### config.mk
export PLATFORM = sky130hd
export DESIGN_NAME = sms_selector
export DESIGN_NICKNAME = d
export VERILOG_FILES = /design/src/rtl/sms_pkg.sv /design/src/rtl/sms_selector.sv
export SDC_FILE = /design/constraint.sdc
export NUM_CORES = 1
export LEC_CHECK = 0
export ABC_AREA = 1
export ABC_CLOCK_PERIOD_IN_PS = 10800
export BUFFER_PORTS_ARGS = -buffer_cell sky130_fd_sc_hd__buf_4
export CORE_ASPECT_RATIO = 0.7
export CORE_MARGIN = 2
export CORE_UTILIZATION = 50
export CTS_CLUSTER_DIAMETER = 80
export CTS_CLUSTER_SIZE = 25
export DETAILED_ROUTE_END_ITERATION = 6
export PLACE_DENSITY = 0.79
export SLEW_MARGIN = 20
export SYNTH_ARGS = -nofsm -noshare
export SYNTH_HDL_FRONTEND = slang
export SYNTH_SLANG_ARGS = --single-unit
### constraint.sdc
create_clock -name clk -period 10.8 [get_ports clk]
set_input_delay 1.62 -clock clk [delete_from_list [all_inputs] [get_ports clk]]
set_output_delay 1.62 -clock clk [all_outputs]
set_load 0.02 [all_outputs]
### src/rtl/sms_pkg.sv
package sms_pkg;

    // ------------------------------------------------------------------
    // Timing
    // ------------------------------------------------------------------
    localparam int unsigned CLK_PERIOD_NS  = 20;
    localparam int unsigned MS_NS          = 1000000;
    localparam int unsigned CYC_PER_MS_DEF = MS_NS / CLK_PERIOD_NS;
    localparam logic [15:0] MON_MS_RST     = 16'h0000;

    // ------------------------------------------------------------------
    // Register map
    // ------------------------------------------------------------------
    localparam logic [7:0] ADDR_CTRL   = 8'h00;
    localparam logic [7:0] ADDR_MON    = 8'h04;
    localparam logic [7:0] ADDR_STATUS = 8'h08;
    localparam int unsigned CTRL_ACT_BIT  = 0;
    localparam int unsigned CTRL_AUTO_BIT = 1;
    localparam int unsigned ST_ERR_BIT    = 16;
    localparam int unsigned ST_RDY_BIT    = 17;
    localparam int unsigned ST_ANY_BIT    = 18;
    localparam int unsigned ST_SEL_LSB    = 24;
    localparam logic [1:0] RESP_OKAY   = 2'h0;
    localparam logic [1:0] RESP_SLVERR = 2'h2;

    // ------------------------------------------------------------------
    // Diagnostic codes
    // ------------------------------------------------------------------
    localparam logic [15:0] DIAG_IDLE     = 16'h0000;
    localparam logic [15:0] DIAG_SELECTED = 16'h8000;
    localparam logic [15:0] DIAG_CHANGED  = 16'h8005;
    localparam logic [15:0] DIAG_SHORT    = 16'hC001;
    localparam logic [15:0] DIAG_OPEN     = 16'hC002;
    localparam logic [15:0] DIAG_RST_ERR1 = 16'hC003;
    localparam logic [15:0] DIAG_RST_ERR2 = 16'hC004;

    typedef enum logic [2:0] {
        SMS_IDLE     = 3'b000,
        SMS_CHANGED  = 3'b001,
        SMS_SELECTED = 3'b010,
        SMS_SHORT    = 3'b011,
        SMS_OPEN     = 3'b100,
        SMS_RST_ERR1 = 3'b101,
        SMS_RST_ERR2 = 3'b110
    } sms_state_t;

    typedef struct packed {
        logic auto_confirm;
        logic activate;
    } sms_ctrl_t;

endpackage

### src/rtl/sms_selector.sv
// The address map and the AXI4-Lite register port were decided locally.
`timescale 1ns/1ps

// Operation
// - Eight exclusive mode request inputs, each with its own selected output.
// - Activation enters awaiting-selection state with all selection outputs low.
// - Without auto confirm, a request is selected only after a confirm rise.
// - With auto confirm, an active request is selected without confirm.
// - Leaving awaiting-selection needs an active request; a bare confirm does nothing.
// - No timeout while waiting for the operator confirm.
// - Request and unlock dropping together returns to awaiting-selection.
// - Unlock low freezes the selection; unlock high permits changes.
// - While locked, auto confirm is ignored.
// - Moving the switch clears all selection outputs before a new selection.
// - Manual selection latches on the confirm rising edge, not its level.
// - Any-selected is high only while exactly one mode is selected.
// - Sixteen-bit diagnostic code shows the state code, zero by default.
// - Activate low forces idle from any state with top priority.
// - All requests low beyond monitor time raises open-circuit error C002.
// - Several requests high raises short-circuit error C001 at once.
// - Any error clears selection outputs, shows its code and sets error.
// - Reset high on error entry is a reset error; reset rise clears errors.
module sms_selector
    import sms_pkg::*;
#(
    parameter int unsigned CYC_PER_MS = CYC_PER_MS_DEF
) (
    // Clock and reset
    input  wire logic        clk,
    input  wire logic        arst_n,
    // AXI4-Lite slave
    input  wire logic [7:0]  s_axi_awaddr,
    input  wire logic        s_axi_awvalid,
    output logic             s_axi_awready,
    input  wire logic [31:0] s_axi_wdata,
    input  wire logic [3:0]  s_axi_wstrb,
    input  wire logic        s_axi_wvalid,
    output logic             s_axi_wready,
    output logic [1:0]       s_axi_bresp,
    output logic             s_axi_bvalid,
    input  wire logic        s_axi_bready,
    input  wire logic [7:0]  s_axi_araddr,
    input  wire logic        s_axi_arvalid,
    output logic             s_axi_arready,
    output logic [31:0]      s_axi_rdata,
    output logic [1:0]       s_axi_rresp,
    output logic             s_axi_rvalid,
    input  wire logic        s_axi_rready,
    // Operator pins
    input  wire logic [7:0]  mode_request,
    input  wire logic        unlock,
    input  wire logic        confirm_selection,
    input  wire logic        err_reset,
    // Machine side
    output logic [7:0]       mode_selected,
    output logic             any_mode_selected,
    output logic             error,
    output logic             ready,
    output logic [15:0]      diag_code_a
);
    import sms_pkg::*;

    // ------------------------------------------------------------------
    // Registers and synchronisers
    // ------------------------------------------------------------------
    sms_ctrl_t   ctrl_r;
    logic [15:0] mon_ms_r;
    logic [7:0]  req_m1, req_s, req_q, sel_r, sel_nxt;
    logic [2:0]  pin_m1, pin_s;
    logic        unlock_q, confirm_q, reset_q;
    sms_state_t  state_r, state_nxt;
    logic [16:0] cyc_cnt_r;
    logic [15:0] ms_cnt_r;
    logic        aw_have_r, w_have_r;
    logic [7:0]  aw_addr_r;
    logic [31:0] w_data_r;
    logic [3:0]  w_strb_r;

    // Operator pins are asynchronous; only the second stage and the third-stage copies are read
    always_ff @(posedge clk or negedge arst_n) begin
        if (!arst_n) begin
            req_m1 <= 8'h00;
            req_s  <= 8'h00;
            pin_m1 <= 3'h0;
            pin_s  <= 3'h0;
        end else begin
            req_m1 <= mode_request;
            req_s  <= req_m1;
            pin_m1 <= {err_reset, confirm_selection, unlock};
            pin_s  <= pin_m1;
        end
    end

    always_ff @(posedge clk or negedge arst_n) begin
        if (!arst_n) begin
            req_q     <= 8'h00;
            unlock_q  <= 1'b0;
            confirm_q <= 1'b0;
            reset_q   <= 1'b0;
        end else begin
            req_q     <= req_s;
            unlock_q  <= pin_s[0];
            confirm_q <= pin_s[1];
            reset_q   <= pin_s[2];
        end
    end

    // ------------------------------------------------------------------
    // Input decoding
    // ------------------------------------------------------------------
    logic unlock_s, confirm_rise, reset_rise, none_req, multi_req, one_req;
    logic auto_eff, req_fall, open_err, sel_gone;
    assign unlock_s     = pin_s[0];
    assign confirm_rise = pin_s[1] & ~confirm_q;
    assign reset_rise   = pin_s[2] & ~reset_q;
    assign none_req     = (req_s == 8'h00);
    assign multi_req    = !none_req && !$onehot(req_s);
    assign one_req      = $onehot(req_s);
    assign auto_eff     = ctrl_r.auto_confirm & unlock_s;
    assign req_fall     = |(req_q & ~req_s);
    assign open_err     = none_req && (ms_cnt_r >= mon_ms_r);
    assign sel_gone     = !(|(req_s & sel_r));

    // ------------------------------------------------------------------
    // Switch monitor timer
    // ------------------------------------------------------------------
    // Counts whole ms with no request active; held at zero while idle so activation starts afresh
    always_ff @(posedge clk or negedge arst_n) begin
        if (!arst_n) begin
            cyc_cnt_r <= 17'h00000;
            ms_cnt_r  <= 16'h0000;
        end else if (req_fall || !none_req || state_r == SMS_IDLE) begin
            cyc_cnt_r <= 17'h00000;
            ms_cnt_r  <= 16'h0000;
        end else if (cyc_cnt_r == 17'(CYC_PER_MS - 1)) begin
            cyc_cnt_r <= 17'h00000;
            if (ms_cnt_r != 16'hFFFF) begin
                ms_cnt_r <= ms_cnt_r + 16'h0001;
            end
        end else begin
            cyc_cnt_r <= cyc_cnt_r + 17'h00001;
        end
    end

    // ------------------------------------------------------------------
    // Selection state machine
    // ------------------------------------------------------------------
    always_comb begin
        state_nxt = state_r;
        sel_nxt   = sel_r;
        case (state_r)
            SMS_IDLE: begin
                sel_nxt = 8'h00;
                if (ctrl_r.activate) begin
                    state_nxt = SMS_CHANGED;
                end
            end
            SMS_CHANGED, SMS_SELECTED: begin
                if (multi_req) begin
                    state_nxt = pin_s[2] ? SMS_RST_ERR1 : SMS_SHORT;
                end else if (open_err) begin
                    state_nxt = pin_s[2] ? SMS_RST_ERR2 : SMS_OPEN;
                end else if (state_r == SMS_CHANGED) begin
                    // Waits for the operator with no timeout
                    if (one_req && (auto_eff || confirm_rise)) begin
                        state_nxt = SMS_SELECTED;
                        sel_nxt   = req_s;
                    end
                end else if (sel_gone && (unlock_s || unlock_q)) begin
                    state_nxt = SMS_CHANGED;
                    sel_nxt   = 8'h00;
                end
            end
            SMS_SHORT, SMS_OPEN: begin
                if (reset_rise) begin
                    state_nxt = SMS_CHANGED;
                    sel_nxt   = 8'h00;
                end
            end
            // A reset already high must drop before its rise counts
            SMS_RST_ERR1: state_nxt = pin_s[2] ? SMS_RST_ERR1 : SMS_SHORT;
            SMS_RST_ERR2: state_nxt = pin_s[2] ? SMS_RST_ERR2 : SMS_OPEN;
            default: begin
                state_nxt = SMS_IDLE;
            end
        endcase
        if (!ctrl_r.activate) begin
            state_nxt = SMS_IDLE;
            sel_nxt   = 8'h00;
        end
    end

    always_ff @(posedge clk or negedge arst_n) begin
        if (!arst_n) begin
            state_r <= SMS_IDLE;
            sel_r   <= 8'h00;
        end else begin
            state_r <= state_nxt;
            sel_r   <= sel_nxt;
        end
    end

    // Outputs follow the next state so they line up with state_r
    always_ff @(posedge clk or negedge arst_n) begin
        if (!arst_n) begin
            mode_selected     <= 8'h00;
            any_mode_selected <= 1'b0;
            error             <= 1'b0;
            ready             <= 1'b0;
            diag_code_a       <= DIAG_IDLE;
        end else begin
            mode_selected     <= (state_nxt == SMS_SELECTED) ? sel_nxt : 8'h00;
            any_mode_selected <= (state_nxt == SMS_SELECTED) && $onehot(sel_nxt);
            error             <= (state_nxt >= SMS_SHORT);
            ready             <= ctrl_r.activate;
            case (state_nxt)
                SMS_IDLE:     diag_code_a <= DIAG_IDLE;
                SMS_CHANGED:  diag_code_a <= DIAG_CHANGED;
                SMS_SELECTED: diag_code_a <= DIAG_SELECTED;
                SMS_SHORT:    diag_code_a <= DIAG_SHORT;
                SMS_OPEN:     diag_code_a <= DIAG_OPEN;
                SMS_RST_ERR1: diag_code_a <= DIAG_RST_ERR1;
                SMS_RST_ERR2: diag_code_a <= DIAG_RST_ERR2;
                default:      diag_code_a <= DIAG_IDLE;
            endcase
        end
    end

    // ------------------------------------------------------------------
    // AXI4-Lite slave
    // ------------------------------------------------------------------
    logic do_write;
    assign do_write = aw_have_r && w_have_r && !s_axi_bvalid;

    always_ff @(posedge clk or negedge arst_n) begin
        if (!arst_n) begin
            aw_have_r     <= 1'b0;
            w_have_r      <= 1'b0;
            aw_addr_r     <= 8'h00;
            w_data_r      <= 32'h00000000;
            w_strb_r      <= 4'h0;
            s_axi_awready <= 1'b0;
            s_axi_wready  <= 1'b0;
        end else begin
            s_axi_awready <= !aw_have_r && !(s_axi_awvalid && s_axi_awready);
            s_axi_wready  <= !w_have_r && !(s_axi_wvalid && s_axi_wready);
            if (s_axi_awvalid && s_axi_awready) begin
                aw_have_r <= 1'b1;
                aw_addr_r <= s_axi_awaddr;
            end else if (do_write) begin
                aw_have_r <= 1'b0;
            end
            if (s_axi_wvalid && s_axi_wready) begin
                w_have_r <= 1'b1;
                w_data_r <= s_axi_wdata;
                w_strb_r <= s_axi_wstrb;
            end else if (do_write) begin
                w_have_r <= 1'b0;
            end
        end
    end

    // Control bits steer the state machine; monitor time is read live
    always_ff @(posedge clk or negedge arst_n) begin
        if (!arst_n) begin
            ctrl_r       <= '0;
            mon_ms_r     <= MON_MS_RST;
            s_axi_bvalid <= 1'b0;
            s_axi_bresp  <= RESP_OKAY;
        end else begin
            if (do_write) begin
                s_axi_bvalid <= 1'b1;
                s_axi_bresp  <= RESP_OKAY;
                case (aw_addr_r)
                    ADDR_CTRL: begin
                        if (w_strb_r[0]) begin
                            ctrl_r.activate     <= w_data_r[CTRL_ACT_BIT];
                            ctrl_r.auto_confirm <= w_data_r[CTRL_AUTO_BIT];
                        end
                    end
                    ADDR_MON: begin
                        if (w_strb_r[0]) begin
                            mon_ms_r[7:0] <= w_data_r[7:0];
                        end
                        if (w_strb_r[1]) begin
                            mon_ms_r[15:8] <= w_data_r[15:8];
                        end
                    end
                    ADDR_STATUS: s_axi_bresp <= RESP_OKAY;
                    default:     s_axi_bresp <= RESP_SLVERR;
                endcase
            end else if (s_axi_bvalid && s_axi_bready) begin
                s_axi_bvalid <= 1'b0;
            end
        end
    end

    always_ff @(posedge clk or negedge arst_n) begin
        if (!arst_n) begin
            s_axi_arready <= 1'b0;
            s_axi_rvalid  <= 1'b0;
            s_axi_rdata   <= 32'h00000000;
            s_axi_rresp   <= RESP_OKAY;
        end else begin
            s_axi_arready <= !s_axi_rvalid && !(s_axi_arvalid && s_axi_arready);
            if (s_axi_arvalid && s_axi_arready) begin
                s_axi_rvalid <= 1'b1;
                s_axi_rresp  <= RESP_OKAY;
                s_axi_rdata  <= 32'h00000000;
                case (s_axi_araddr)
                    ADDR_CTRL: begin
                        s_axi_rdata[CTRL_ACT_BIT]  <= ctrl_r.activate;
                        s_axi_rdata[CTRL_AUTO_BIT] <= ctrl_r.auto_confirm;
                    end
                    ADDR_MON:    s_axi_rdata[15:0] <= mon_ms_r;
                    ADDR_STATUS: s_axi_rdata <= {mode_selected, 5'h00, any_mode_selected, ready, error,
                                                 diag_code_a};
                    default:     s_axi_rresp <= RESP_SLVERR;
                endcase
            end else if (s_axi_rvalid && s_axi_rready) begin
                s_axi_rvalid <= 1'b0;
            end
        end
    end
endmodule // sms_selector

==> flow_metrics.tcl, run 1 <==
set metrics [dict create \
    status "completed" \
    clockRootBuffer "clkbuf_16" \
    timing.hold.ws_ps 345 \
    top_layer "met4" \
    grt_usage_pct 21.7 \
    area_growth_pct 16.9 \
    hold_path.class "flip-flop to flip-flop" \
    vias 6942 \
    cpPeakStageDelay_ps 530 \
    power_frac_clock_pct 34.7 \
    cts_buffers 17 \
    portBuffers 101 \
    mostFrequentLayoutCell "nand2_1" \
    max_freq_mhz 146 \
    grt_pass1_vias 6700 \
    tns_ps 0 \
    dpl_cell_area_mm2 0.00952 \
    r2r-start "req_s[1]" \
    pwr_density_cell_mw_per_mm2 173 \
    r2r_slack_ps 3930 \
    path_buf_inv 7 \
    min_to "pin_s[0]" \
    design_area_mm2 0.0101 \
    crit_type "flip-flop to flip-flop" \
    period_needed_ps 6870 \
    maxCapViolations 0 \
    drc_errors 0 \
    die_w_um 161 \
    hold_depth 0 \
    mostFrequentLayoutCells "264 x nand2_1, 173 x dfrtp_1, 152 x inv_1, 103 x buf_4, 82 x nor2_1" \
    fin_nets 1228 \
    clk_pin_slew_worst_paths_ps 80 \
    slowest_stage "fa_1" \
    antenna_left 0 \
    die_area_mm2 0.0184 \
    period_share_pct 63.6 \
    cp.arrival_ps 7230 \
    dr_wl_met2_mm 8.77 \
    drt-met1-wl_mm 8.39 \
    synth_warnings 0 \
    crit_path_start_kind "flip-flop" \
    synthArstFlopShare_pct 100 \
    drt_iter0_markers 474 \
    max-slew-margin-rel_pct 42.7 \
    critPathRequiredTime_ps 11160 \
    leakage_nw 5.10 \
    rows 40 \
    grt_pass1_wl_mm 31.8 \
    antenna_found_initial 0 \
    grt_max_degree 72 \
    crit_family "adder cells" \
    core-area_mm2 0.0170 \
    worstMarginPinSlew_ps 860 \
    synth-seq-cells 173 \
    grt_remaining_overflow 0 \
    min-delay-start "pin_m1[0]" \
    synth_cell_types 48 \
    start_util_pct 50.7 \
    syn_inst 1026 \
    cts_setup_buffers 0 \
    rsz0062_at_grt "false" \
    peakVddDrop_v 0.0000955 \
    netSwitchingFraction_pct 32.3 \
    p_sw_w 0.000562 \
    hold_buffers 0 \
    routabilityCongestion 0.843 \
    yosys.area.top_type "dfrtp_1" \
    ys_seq_area_share_pct 50.1 \
    worstReg2RegEnd "any_mode_selected" \
    post-dp-hpwl_mm 13.5 \
    crit_fanout 16 \
    cp-end-kind "flip-flop" \
    drive_gt1_share_pct 16.6 \
    synth_flop_cell "dfrtp_1" \
    synth_area_leaders "dfrtp_1 50%, nand2_1 12%, inv_1 6.6%, o21ai_0 3.9%, ha_1 3.6%" \
    cts_resized 0 \
    cts_tree "done" \
    synth-edff-count 0 \
    clk_path_buf_depth 2 \
    r2r_cells 35 \
    htreeDepth 4 \
    routed_wl_mm 18.5 \
    diodes 0 \
    die_h_um 114 \
    yosysTopAreaCellShare_pct 50.1 \
    drt-wirelength-per-cell_um 13.5 \
    syn_avg_cell_area_um2 8.42 \
    clock_skew_ps 12.6 \
    insertion_delay_ps 440 \
    maxSlewViolCount 0 \
    cp_common_cell "nand2_1" \
    final-hold-violation-count 0 \
    io_pins 138 \
    drtPass1Iterations 7 \
    comb_power_share_pct 20.6 \
    routed_via_density 5.07 \
    power_frac_seq_pct 44.7 \
    internal-power_w 0.00118 \
    numClockSinks 173 \
    synthesis.area_mm2 0.00864 \
    setup_violations 0 \
    route.met3.wl_um 863 \
]
cell usage after synthesis, drive strengths merged (16+ instances only):
cell type  number
a21oi          56
buf            28
dfrtp         173
ha             25
inv           157
nand2         274
nand3          32
nand4          16
nor2          100
nor3           20
o21ai          69
per-layer routing:
layer / vias up / global-route usage, %
li1: 3426 / -
met1: 3312 / 29.3
met2: 175 / 35.0
met3: 29 / 4.33
met4: 0 / 8.33
met5: - / 0
power groups by stage:
stage	sequential, W	combinational, W	clock (W)
5_1_grt	0.000788	0.000410	0.000648
6_report	0.000779	0.000359	0.000605
3_3_place_gp	0.000788	0.000348	0
2_1_floorplan	0.000801	0.000233	0
4_1_cts	0.000779	0.000362	0.000616
3_5_place_dp	0.000791	0.000360	0
state kept, by name, summed over array words and instances, names as in the netlist, 2 cells and up:
register / flops
pin_s: 3
s_axi_rdata: 27
ctrl_r: 2
sel_r: 8
mon_ms_r: 16
pin_m1: 3
state_r: 3
aw_addr_r: 8
req_q: 8
w_strb_r: 2
cyc_cnt_r: 17
req_s: 8
req_m1: 8
w_data_r: 16
ms_cnt_r: 16
mode_selected: 8
diag_code_a: 5
through the flow:
step	utilization, %	std cells	power, W	setup WS [ps]
floorplan	-	1043	0.00103	4460
global placement	55.9	1337	0.00114	4040
detailed placement	55.9	1337	0.00115	3920
CTS	59.3	1369	0.00176	3900
global route	59.3	1369	0.00185	3320
finish	59.3	1369	0.00174	3930
worst max path at each step:
stage,slack (ps),startpoint,cells after the start,end
5_1_grt,3320,req_s[1],35,any_mode_selected
4_1_cts,3900,req_s[1],35,any_mode_selected
6_report,3930,req_s[1],35,any_mode_selected
2_1_floorplan,4460,req_s[1],36,any_mode_selected
3_5_place_dp,3920,req_s[1],35,any_mode_selected
3_3_place_gp,4040,req_s[1],35,any_mode_selected
logic make-up after synthesis:
logic type / share of synthesized area, %
AND/OR/NAND/NOR: 23.5
buffers and inverters: 9.84
flip-flops: 50.1
AO/OA/AOI/OAI: 9.98
adder cells (fa/ha/maj): 5.48
multiplexers: 0.913
other: 0.0434
XOR/XNOR: 0.101
layout make-up:
cell class	instances	area (um^2)
fill	1513	6920
inverter	158	596
tap	231	289
sequential	173	4330
clock inverter	14	138
multi-input combinational	671	3520
timing repair buffer	104	785
clock buffer	18	439
Note: power is estimated with default switching activity, not from simulation.
==> inputs of run 2 (changes only) <==
--- a/config.mk
+++ b/config.mk
@@ -6,7 +6,7 @@
 export NUM_CORES = 1
 export LEC_CHECK = 0
 export ABC_AREA = 1
-export ABC_CLOCK_PERIOD_IN_PS = 10800
+export ABC_CLOCK_PERIOD_IN_PS = 6350
 export BUFFER_PORTS_ARGS = -buffer_cell sky130_fd_sc_hd__buf_4
 export CORE_ASPECT_RATIO = 0.7
 export CORE_MARGIN = 2
==> constraint.sdc (replaced) <==
create_clock -name clk -period 6.35 [get_ports clk]
set_input_delay 0.9525 -clock clk [delete_from_list [all_inputs] [get_ports clk]]
set_output_delay 0.9525 -clock clk [all_outputs]
set_load 0.02 [all_outputs]
==> run 2 against run 1 <==
Against the previous run: clock-buffer cell count is 1 higher; wire length rose by 5.2%; largest power group unchanged; setup slack got worse by 4000 ps; sequential share of layout area fell by 0.57 points; core utilization increased by 0.79 points; critical endpoint unchanged; the flow now finishes with violations (setup timing); clock skew about the same.
==> flow_metrics.tcl, run 2 (synthesized netlist as in run 1, its figures left out) <==
set metrics [dict create \
    status "finished with violations" \
    failed_checks "setup timing" \
    io_pins 138 \
    drc_errors 0 \
    design_area_mm2 0.0102 \
    final_core_util_pct 60.1 \
    crit_type "flip-flop to flip-flop" \
    insertion_delay_ps 430 \
    fin_nets 1240 \
    cts_buffers 17 \
    drtPass1Iterations 5 \
    antenna_found_initial 0 \
    setup_slack_ps -27.1 \
    grt_pass1_vias 6961 \
    area_growth_pct 18.5 \
    critPathRequiredTime_ps 6710 \
    drt_iter0_markers 533 \
    grt_max_degree 105 \
    vias 7001 \
    fillerInstances 1470 \
    drive_gt1_share_pct 18.3 \
    mostFrequentLayoutCell "nand2_1" \
    grt_remaining_overflow 0 \
    antenna_left 0 \
    cts_tree "done" \
    largest_reg_flops 27 \
    max-slew-margin-rel_pct 39.0 \
    portBuffers 101 \
    period_needed_ps 6380 \
    slowest_stage "fa_1" \
    crit_path_start_kind "flip-flop" \
    r2r_cells 35 \
    setup_violations 1 \
    crit_fanout 4 \
    grt_usage_pct 23.1 \
    post-dp-hpwl_mm 14.3 \
    grt_pass1_wl_mm 33.8 \
    mostFrequentLayoutCells "263 x nand2_1, 173 x dfrtp_1, 147 x inv_1, 114 x buf_4, 82 x nor2_1" \
    cp_common_cell "nand2_1" \
    routed_via_density 5.07 \
    cp-end-kind "flip-flop" \
    die_area_mm2 0.0184 \
    start_util_pct 50.7 \
    routabilityCongestion 0.875 \
    numClockSinks 173 \
    rows 40 \
    hold_path.class "flip-flop to flip-flop" \
    tns_ps -27.1 \
    clk_pin_slew_worst_paths_ps 70 \
    clockRootBuffer "clkbuf_16" \
    maxCapViolations 0 \
    timing.hold.ws_ps 346 \
    top_regs "s_axi_rdata x27, cyc_cnt_r x17" \
    dp_cells 1348 \
    clock_skew_ps 12.1 \
    leakage_nw 5.16 \
    maxSlewViolCount 0 \
    diodes 0 \
    hold_depth 0 \
    cp.arrival_ps 6740 \
    final-hold-violation-count 0 \
    htreeDepth 4 \
    drt-wirelength-per-cell_um 14.1 \
    clk_path_buf_depth 2 \
    peakVddDrop_v 0.000183 \
    rsz0062_at_grt "true" \
    core-area_mm2 0.0170 \
    pwr_density_cell_mw_per_mm2 296 \
    cpPeakStageDelay_ps 570 \
    die_h_um 114 \
    hold_buffers 0 \
    period_share_pct 100 \
    worstMarginPinSlew_ps 916 \
    final-instance-count-excl-fill 1381 \
    routed_wl_mm 19.5 \
    largest-register "s_axi_rdata" \
    max_freq_mhz 157 \
    dpl_cell_area_mm2 0.00960 \
    die_w_um 161 \
]
==> run 2: cell type report <==
class                   instances  area (um^2)  share of cell area (%)
clock buffers                  19          453                    4.43
inverters                     158          596                    5.82
clock inverters                13          150                    1.47
repair buffers                116          878                    8.58
multi-input cells             671         3540                    34.6
flip-flops and latches        173         4330                    42.3
well taps                     231          289                    2.82
==> run 2: final timing paths <==
path,slack (ps),from,endpoint
min in group asynchronous,630,arst_n,mon_ms_r[10]
worst max register to register,-30,req_s[1],any_mode_selected
max in group asynchronous,4260,arst_n,mode_selected[1]
worst min register to register,350,req_m1[0],req_s[0]
worst min-delay path,350,req_m1[0],req_s[0]
worst max-delay path,-30,req_s[1],any_mode_selected
==> run 2: worst max-delay path, delay by kind of cell, from the launching register on <==
| family | cells | cell delay, ps |
|---|---|---|
| adders and majority gates | 10 | 4010 |
| DFF | 1 | 360 |
| and+or+nand+nor | 13 | 900 |
| AOI/OAI and AO/OA | 4 | 520 |
| buffers and inverters | 8 | 520 |
==> run 2: report_power, final <==
| group | leakage, nW | internal (W) | switching (W) | total, W |
|---|---|---|---|---|
| logic | 2.62 | 0.000233 | 0.000395 | 0.000628 |
| clock network | 0.297 | 0.000610 | 0.000459 | 0.00107 |
| registers | 2.24 | 0.00125 | 0.0000773 | 0.00133 |
==> run 2: stage by stage <==
step                      setup WS, ps  total power, W
after global placement            12.5         0.00194
after floorplan                   11.4         0.00176
after CTS                         -126         0.00304
after detailed placement          -175         0.00197
after global routing              -437         0.00320
final                            -27.1         0.00302
==> run 2: timing repair <==
action,CTS,global route
pin swaps,5,5
gates resized for setup,7,4
buffers inserted,1,0
setup endpoints to repair,1,1
==> run 2: routing by layer <==
metal	share of wire [%]	track usage [%]	routed length, um
met2	47	36.5	9070
met3	4.9	4.65	945
met4	2.8	8.93	545
met1	46	31.9	8900
met5	0	0	0
